$ cat src/hdl/iem_pkg.sv
// Package for the interrupt enable and mask block: register map, field
// positions, reset values and the structs that carry event groups.
// Assumes a 32-bit classic Wishbone slave with byte addresses.
package iem_pkg;

  // Register byte offsets.
  localparam logic [11:0] IEM_ENABLE_OFS = 12'h36c;
  localparam logic [11:0] IEM_STATUS_OFS = 12'h380;
  localparam logic [11:0] IEM_CLEAR_OFS = 12'h384;
  localparam logic [11:0] IEM_IRQ_EN_OFS = 12'h388;

  // Enable register field positions.
  localparam int IEM_OUT_SEQ_BUF_BIT = 0;
  localparam int IEM_OUT_SEQ_FRAME_BIT = 4;
  localparam int IEM_IN_SEQ_XFER_BIT = 8;
  localparam int IEM_IN_SEQ_FRAME_BIT = 12;
  localparam int IEM_OUT_CONV_LSB = 16;
  localparam int IEM_IN_CONV_LSB = 24;
  localparam int IEM_FRAME_START_BIT = 28;
  localparam int IEM_FRAME_PERIOD_BIT = 29;

  // Defined bits of the enable register; all others are reserved.
  localparam logic [31:0] IEM_ENABLE_MASK = 32'h3f03_1111;
  localparam logic [31:0] IEM_ENABLE_RST = 32'h0000_0000;
  localparam logic [31:0] IEM_STATUS_RST = 32'h0000_0000;
  localparam logic [31:0] IEM_ZERO_WORD = 32'h0000_0000;

  // Event pulses from the converters and sequencers, one cycle each.
  typedef struct packed {
    logic frame_period;
    logic frame_start;
    logic [3:0] in_conv_done;
    logic [1:0] out_conv_event;
    logic in_seq_frame_done;
    logic in_seq_transfer_end;
    logic out_seq_frame_done;
    logic out_seq_buffer_done;
  } iem_event_type;

  // Classic Wishbone request as seen by the slave.
  typedef struct packed {
    logic cyc;
    logic stb;
    logic we;
    logic [3:0] sel;
    logic [11:0] adr;
    logic [31:0] dat;
  } iem_wb_req_type;

endpackage

$ cat src/hdl/iem_top.sv
// Interrupt enable logic: enable register, sticky status, clear and
// interrupt-output enable registers, reached over classic Wishbone.
// Assumes event pulses are one cycle wide and synchronous to ref_clk_i.
//
// Contract
// - A status bit latches only if its enable was set when the event came.
// - Clearing an enable leaves pending status alone and only blocks later events.
// - The enable register is 32-bit read/write at 0x36c and every defined bit resets to 0.
// - Bit 29 enables the frame period event.
// - Bit 28 enables the frame start event.
// - Bits 24 to 27 enable input converters 1 to 4 conversion done, in order.
// - Bits 16 and 17 enable output converters 1 and 2 convert events.
// - Bit 12 enables the input sequencer frame done event.
// - Bit 8 enables the input sequencer transfer end event.
// - Bit 4 enables the output sequencer frame done event.
// - Bit 0 enables the output sequencer buffer done event.
`timescale 1ns/1ps
`default_nettype none
module iem_top
  import iem_pkg::*;
(
  input wire logic ref_clk_i,
  input wire logic nrst_i,
  input wire logic wb_cyc_i,
  input wire logic wb_stb_i,
  input wire logic wb_we_i,
  input wire logic [3:0] wb_sel_i,
  input wire logic [11:0] wb_adr_i,
  input wire logic [31:0] wb_dat_i,
  output logic [31:0] wb_dat_o,
  output logic wb_ack_o,
  input wire iem_event_type events_i,
  output logic [31:0] enable_o,
  output logic irq_o
);
  // Bus request, answer and register state.
  iem_wb_req_type req;
  logic ack;
  logic next_ack;
  logic [31:0] rdata;
  logic [31:0] next_rdata;
  logic [31:0] enable;
  logic [31:0] event_vec;
  logic [31:0] status;
  logic [31:0] irq_en;
  logic [31:0] next_irq_en;
  logic [31:0] clear_vec;
  logic take;
  logic wr_enable;
  logic wr_clear;
  logic wr_irq_en;
  logic [31:0] byte_mask;

  // Gather the bus inputs into one request word.
  assign req = '{cyc: wb_cyc_i, stb: wb_stb_i, we: wb_we_i, sel: wb_sel_i,
                 adr: wb_adr_i, dat: wb_dat_i};

  // A request is taken once, in the cycle before ack; ack drops after one cycle.
  assign take = req.cyc && req.stb && !ack;
  assign wr_enable = take && req.we && (req.adr == IEM_ENABLE_OFS);
  assign wr_clear = take && req.we && (req.adr == IEM_CLEAR_OFS);
  assign wr_irq_en = take && req.we && (req.adr == IEM_IRQ_EN_OFS);
  assign byte_mask = {{8{req.sel[3]}}, {8{req.sel[2]}}, {8{req.sel[1]}}, {8{req.sel[0]}}};

  // Enable register in byte lanes; reserved bits are never stored.
  genvar g;
  generate
    for (g = 0; g < 4; g++) begin : g_lane
      iem_byte_reg u_lane (
        .ref_clk_i(ref_clk_i),
        .nrst_i(nrst_i),
        .wr_i(wr_enable && req.sel[g]),
        .din_i(req.dat[8*g +: 8]),
        .mask_i(IEM_ENABLE_MASK[8*g +: 8]),
        .q_o(enable[8*g +: 8])
      );
    end
  endgenerate

  // Place each event on its enable bit position.
  always_comb begin
    event_vec = IEM_ZERO_WORD;
    event_vec[IEM_FRAME_PERIOD_BIT] = events_i.frame_period;
    event_vec[IEM_FRAME_START_BIT] = events_i.frame_start;
    event_vec[IEM_IN_CONV_LSB +: 4] = events_i.in_conv_done;
    event_vec[IEM_OUT_CONV_LSB +: 2] = events_i.out_conv_event;
    event_vec[IEM_IN_SEQ_FRAME_BIT] = events_i.in_seq_frame_done;
    event_vec[IEM_IN_SEQ_XFER_BIT] = events_i.in_seq_transfer_end;
    event_vec[IEM_OUT_SEQ_FRAME_BIT] = events_i.out_seq_frame_done;
    event_vec[IEM_OUT_SEQ_BUF_BIT] = events_i.out_seq_buffer_done;
  end

  // Ones written to the clear register drop status bits; zeros leave them alone.
  assign clear_vec = wr_clear ? (req.dat & byte_mask) : IEM_ZERO_WORD;

  // Sticky status bits gated by the current enable value.
  generate
    for (g = 0; g < 32; g++) begin : g_stat
      if (IEM_ENABLE_MASK[g]) begin : g_used
        iem_status_bit u_bit (
          .ref_clk_i(ref_clk_i),
          .nrst_i(nrst_i),
          .event_i(event_vec[g]),
          .enable_i(enable[g]),
          .clear_i(clear_vec[g]),
          .status_o(status[g])
        );
      end else begin : g_none
        assign status[g] = 1'b0;
      end
    end
  endgenerate

  // Bus answer and interrupt-output enable register.
  always_comb begin
    next_ack = take;
    next_irq_en = irq_en;
    if (wr_irq_en) begin
      next_irq_en = ((irq_en & ~byte_mask) | (req.dat & byte_mask)) & IEM_ENABLE_MASK;
    end
    next_rdata = IEM_ZERO_WORD;
    if (take && !req.we) begin
      case (req.adr)
        IEM_ENABLE_OFS: next_rdata = enable;
        IEM_STATUS_OFS: next_rdata = status;
        IEM_IRQ_EN_OFS: next_rdata = irq_en;
        default: next_rdata = IEM_ZERO_WORD;
      endcase
    end
  end

  // Bus answer, read data and interrupt-output enables are only registered here.
  always_ff @(posedge ref_clk_i or negedge nrst_i) begin
    if (!nrst_i) begin
      ack <= 1'b0;
      rdata <= IEM_ZERO_WORD;
      irq_en <= IEM_STATUS_RST;
    end else begin
      ack <= next_ack;
      rdata <= next_rdata;
      irq_en <= next_irq_en;
    end
  end

  // The interrupt is a level, so software may poll it as well as take it.
  assign wb_ack_o = ack;
  assign wb_dat_o = rdata;
  assign enable_o = enable;
  assign irq_o = |(status & irq_en);
endmodule
`default_nettype wire

$ cat src/hdl/iem_byte_reg.sv
// One byte lane of a writable register with a per-bit implemented mask.
// Assumes the caller gives a one-cycle write strobe for this lane.
`timescale 1ns/1ps
`default_nettype none
module iem_byte_reg
  import iem_pkg::*;
(
  input wire logic ref_clk_i,
  input wire logic nrst_i,
  input wire logic wr_i,
  input wire logic [7:0] din_i,
  input wire logic [7:0] mask_i,
  output logic [7:0] q_o
);
  logic [7:0] q;
  logic [7:0] next_q;

  // Unimplemented bits never take a written value, so they read as zero.
  always_comb begin
    next_q = q;
    if (wr_i) begin
      next_q = din_i & mask_i;
    end
  end

  always_ff @(posedge ref_clk_i or negedge nrst_i) begin
    if (!nrst_i) begin
      q <= IEM_ENABLE_RST[7:0];
    end else begin
      q <= next_q;
    end
  end

  assign q_o = q;
endmodule
`default_nettype wire

$ cat src/hdl/iem_status_bit.sv
// One sticky interrupt status bit, set by a gated event, cleared by software.
// Assumes event pulses are synchronous to ref_clk_i.
`timescale 1ns/1ps
`default_nettype none
module iem_status_bit
  import iem_pkg::*;
(
  input wire logic ref_clk_i,
  input wire logic nrst_i,
  input wire logic event_i,
  input wire logic enable_i,
  input wire logic clear_i,
  output logic status_o
);
  logic status;
  logic next_status;

  // A gated event wins over a clear in the same cycle so nothing is lost.
  always_comb begin
    next_status = status;
    if (clear_i) begin
      next_status = 1'b0;
    end
    if (event_i && enable_i) begin
      next_status = 1'b1;
    end
  end

  always_ff @(posedge ref_clk_i or negedge nrst_i) begin
    if (!nrst_i) begin
      status <= 1'b0;
    end else begin
      status <= next_status;
    end
  end

  assign status_o = status;
endmodule
`default_nettype wire

$ cat config.mk
export PLATFORM = sky130hd
export DESIGN_NAME = iem_top
export DESIGN_NICKNAME = d
export VERILOG_FILES = /design/src/hdl/iem_pkg.sv /design/src/hdl/iem_top.sv /design/src/hdl/iem_byte_reg.sv /design/src/hdl/iem_status_bit.sv
export SDC_FILE = /design/constraint.sdc
export NUM_CORES = 1
export LEC_CHECK = 0
export BUFFER_PORTS_ARGS = -buffer_cell sky130_fd_sc_hd__buf_4
export CELL_PAD_IN_SITES_DETAIL_PLACEMENT = 1
export CELL_PAD_IN_SITES_GLOBAL_PLACEMENT = 2
export CORE_MARGIN = 5
export CORE_UTILIZATION = 29
export CTS_CLUSTER_SIZE = 28
export DETAILED_ROUTE_END_ITERATION = 8
export PLACE_DENSITY = 0.88
export SKIP_CTS_REPAIR_TIMING = 1
export SLEW_MARGIN = 30
export SYNTH_ARGS = -nofsm -noshare
export SYNTH_HDL_FRONTEND = slang
export SYNTH_SLANG_ARGS = --single-unit
$ cat constraint.sdc
create_clock -name ref_clk_i -period 4.6 [get_ports ref_clk_i]
set_clock_uncertainty 0.05 [all_clocks]
set_input_delay 0.46 -clock ref_clk_i [delete_from_list [all_inputs] [get_ports ref_clk_i]]
set_output_delay 0.46 -clock ref_clk_i [all_outputs]
set_load 0.005 [all_outputs]
* Yosys cells after proc, flatten, opt, wreduce, memory -nomap -nowiden
Cells that the tools add are included.
** Storage, ports and cells
- Register bits after elaboration :: 69
- Bits in latches :: 0
- Memory bits (writable) :: 0
- Memory bits (read-only) :: 0
- Input bits :: 65
- Output and inout bits :: 66
- Word-level logic and storage cells :: 93
- Memories :: 0
** Cells by class
- Add/subtract/negate cells :: 0
- $mul :: 0
- Divide/modulo/power cells :: 0
- Magnitude comparators :: 0
- Equal/unequal tests :: 4
- Shift-type cells :: 0
- Muxes and demuxes :: 27
- Bitwise logic cells :: 5
- Reductions and logical operators :: 38
** Operators by type and width (number)
- $and A30 B30 Y30 :: 3
- $pmux W30 S3 :: 1
- $eq A12 B10 Y1 const B :: 4
- $mux W32 :: 1
- $reduce_or A32 Y1 :: 1
- $mux W30 :: 1
- $not A30 Y30 :: 1
- $or A30 B30 Y30 :: 1
- $mux W1 :: 24
- $reduce_bool A2 Y1 :: 12
- $logic_and A1 B1 Y1 :: 23
- $logic_not A1 Y1 :: 2

* Longest topological paths before layout
- Depth in word-level cells :: 7
- Mapped depth :: 6
- Gate-level depth less buffers :: 4

* By module
From an unflattened synthesis, not the netlist that was laid out.
** Unflattened totals
- Cell total of the unflattened synthesis :: 349
- Area total of the unflattened synthesis :: 3895.0 um^2
** Modules (own cells, without submodules)
- iem_top :: instances 1, cells an instance 169, area each 2043.2 um^2, seq. area each 1126.1 um^2
- iem_byte_reg :: instances 4, cells an instance 33, area each 339.1 um^2, seq. area each 200.2 um^2
- iem_status_bit :: instances 12, cells an instance 4, area each 41.3 um^2, seq. area each 25.0 um^2

* Worst setup path after synthesis
Ideal clock, no wire load.
- Kind :: in2reg
- Start :: input port wb_adr_i[11]
- End :: register g_lane[3].u_lane.q[0]
- Library setup time :: 125 ps
- Arrival :: 1720 ps
- Data required time :: 4425 ps
- Path slack :: 2705 ps
- Stages on the path :: 4
- Buffers on the path :: 0
- Cells stage by stage :: nor3b_1 nand2_2 nor4_4 mux2_2
** On the way
- Longest elaborated chain between the ends :: 3
** Ends and longest elaborated chain
- start: declaration :: line iem_top.sv:28 : input wire logic [11:0] wb_adr_i,
- $eq A12 B10 Y1 :: line iem_top.sv:60 : assign wr_enable = take && req.we && (req.adr == IEM_ENABLE_OFS);
- $logic_and A1 B1 Y1 :: line iem_top.sv:60
- $logic_and A1 B1 Y1 :: line iem_top.sv:72 : .wr_i(wr_enable && req.sel[g]),
- end signal: assignment :: line iem_byte_reg.sv:28 : q <= IEM_ENABLE_RST[7:0];
- end signal: assignment :: line iem_byte_reg.sv:30 : q <= next_q;
- end: declaration :: line iem_byte_reg.sv:15 : logic [7:0] q;
No other way between the ends.
A chain may end at the register's enable or synchronous reset.

* Worst setup path after layout
- Start :: input port wb_adr_i[11]
- End :: register g_lane[1].u_lane.q[0]
** On the way
- Longest elaborated chain between the ends :: 3
** Ends and longest elaborated chain (line)
- $eq A12 B10 Y1 :: iem_top.sv:60
- $logic_and A1 B1 Y1 :: iem_top.sv:60
- $logic_and A1 B1 Y1 :: iem_top.sv:72
- end signal: assignment :: iem_byte_reg.sv:28
- end signal: assignment :: iem_byte_reg.sv:30
- end: declaration :: iem_byte_reg.sv:15
No other way between the ends.

==> qor.txt <==
outcome -> complete, no violations
Post-synth EDFFs -> 0
Diodes inserted -> 0
sequential share of the synthesized area -> 45.8%
Crit Path Max Fanout -> 15
top_reg_cell synth -> dfrtp_1
Area Growth Syn to Fin -> 17.6%
ys async rst share -> 100%
worst vdd ir -> 103 µV
crit path kind -> in2reg
setup TNS -> 0 ps
final hold vios -> 0
initial antenna violation count -> 0
element type at the critical path start -> input port
vias in the first global route -> 2132
DRC -> 0
TritonCTS Buffers -> 5
worst slew pin tran -> 749 ps
Tcrit/Tclk final -> 49.8%
die height -> 106 µm
post-synth top area cell -> dfrtp_1
Met1 Wirelength -> 2990 µm
Iter 0 DRT Violations -> 50
Die ar. -> 0.0113 mm²
routed len/inst -> 16.5 µm
vias -> 1975
Clock Latency Late Sink -> 300 ps
Final nets -> 377
Clk pin slew, worst setup/hold paths -> 90 ps
RSZ-0062 raised after global routing -> false
CP endpoint kind -> register
Post-synth top cells -> buf_4 (52), dfrtp_1 (49), nand2_1 (43), mux2_2 (35), nor2_1 (13)
Post-Syn Area per Cell -> 10.5 µm²
Filler cells -> 1060
highest routed metal layer -> met4
Final GP Congestion -> 0.721
dominant cells by area after synthesis -> dfrtp_1 (46%), mux2_2 (15%), buf_4 (15%), nand2_1 (6.0%), a22oi_1 (3.1%)
TritonCTS clock tree -> built
first-pass GRT wire length -> 11100 µm
drt pass-1 iters -> 4
grt total ovfl -> 0
crit path time final -> 2290 ps
top-area cell type share of the netlist area -> 45.8%
Vias/cell -> 4.66
Mapped Cells -> 256
# IOs -> 131
count of pins over their slew limit -> 0
PwrDens -> 237 mW/mm²
total area of sequential cells -> 0.00123 mm²
Root Driver -> clkbuf_8
Critical Path AT -> 2430 ps
Max Freq -> 0.437 GHz
Syn. warnings -> 0
non-filler cells, final -> 424
CP required -> 4740 ps
row count -> 35
clock sink count -> 49
Slew headroom -> 50.1%
Cell variety after synth -> 32
H-tree depth -> 2
worst hold-check path type -> in2async
largest net degree at the start of global routing -> 50
share of layout cells above drive strength 1 -> 37.7%
DP Wirelength -> 5290 µm
drt total wl -> 7010 µm
Mapped Area -> 0.00268 mm²
final setup fails -> 0
Synth Register Bits -> 49
Final Hold Slack -> 121 ps
Clock Path Buffers -> 2
Starting Density -> 29.4%
Core Region -> 0.00911 mm²
max_cap viols -> 0
count leader, synth -> buf_4
PortBufs -> 70
GRT Overall Usage -> 12.3%
placed cells -> 416
antenna viol nets, final -> 0
area of the multi-input gates -> 0.00117 mm²
WL met3 -> 356 µm
P_leak -> 0.00165 µW
wire length on met2 -> 3620 µm
die width -> 106 µm
## layout by cell type, fill, tap and decap left out
master and n:
mux2_1 1, nor4b_1 1, mux2_2 35, a221oi_1 3, clkinv_2 2, clkbuf_8 5, a22oi_1 11, and2_1 1
nor4_4 1, a22o_1 3, and4bb_1 1, a21oi_1 1, nor4b_2 1, nand2_1 43, and3_1 1, o21ai_0 12
nand2_2 1, conb_1 40, nand3b_1 1, nor4b_4 1, nor4bb_1 1, buf_4 71, dfrtp_1 49, nor2_1 13
o2111ai_1 1, clkbuf_1 1, nor3_4 1, nor3b_1 1, and4b_1 1, nand3_1 7, nor3_1 1, nand4_1 1
## per-layer routing
layer / vias up / global-route usage (%)
met5: - / 0
met4: 0 / 3.61
met3: 2 / 2.43
met2: 77 / 21.2
met1: 991 / 15.6
li1: 905 / -
## logic make-up after synthesis
family	share of synthesized area (%)
compound gates	7.80
buf+inv	16.0
flops	45.8
mux	15.1
other cells	0.140
simple gates	15.2
## worst max-delay path, cell delays in order
cell,delay (ps)
buf_4,110
nor3b_1,480
and4bb_1,770
nand3_1,270
mux2_2,330
## worst paths after layout
path | startpoint | to | slack, ps | cells after the start
worst min register to register | wb_ack_o | wb_ack_o | 440 | 1
min in group ref_clk_i | events_i[9] | g_stat[27].g_used.u_bit.status_o | 300 | 3
max in group asynchronous | nrst_i | g_lane[2].u_lane.q_o[0] | 3940 | 1
worst min-delay path | nrst_i | g_stat[25].g_used.u_bit.status_o | 120 | 1
worst max-delay path | wb_adr_i[11] | g_lane[1].u_lane.q_o[0] | 2310 | 5
worst max register to register | wb_ack_o | g_lane[3].u_lane.q_o[4] | 2380 | 4
## final cells by class
cell class,count,share of cell area [%]
sequential,49,38.9
timing repair buffer,71,16.9
tap,111,4.40
clock buffer,6,2.30
clock inverter,2,0.317
multi-input combinational,185,37.2
## metrics by stage
stage               instance area (µm²)  worst slack, ps  util, %  total power, µW
floorplan                          2830             2700        -              487
CTS                                3150             2360     34.6              761
finish                             3150             2310     34.6              748
global route                       3150             2270     34.6              789
detailed placement                 3070             2060     33.7              511
global placement                   3070             2150     33.7              510
## power by group
| part | internal [µW] | switching [µW] | total [µW] |
|---|---|---|---|
| clock | 106 | 140 | 245 |
| sequential | 432 | 1.27 | 433 |
| combinational | 31.2 | 38.3 | 69.5 |
Power figures use the tool's default switching activity.
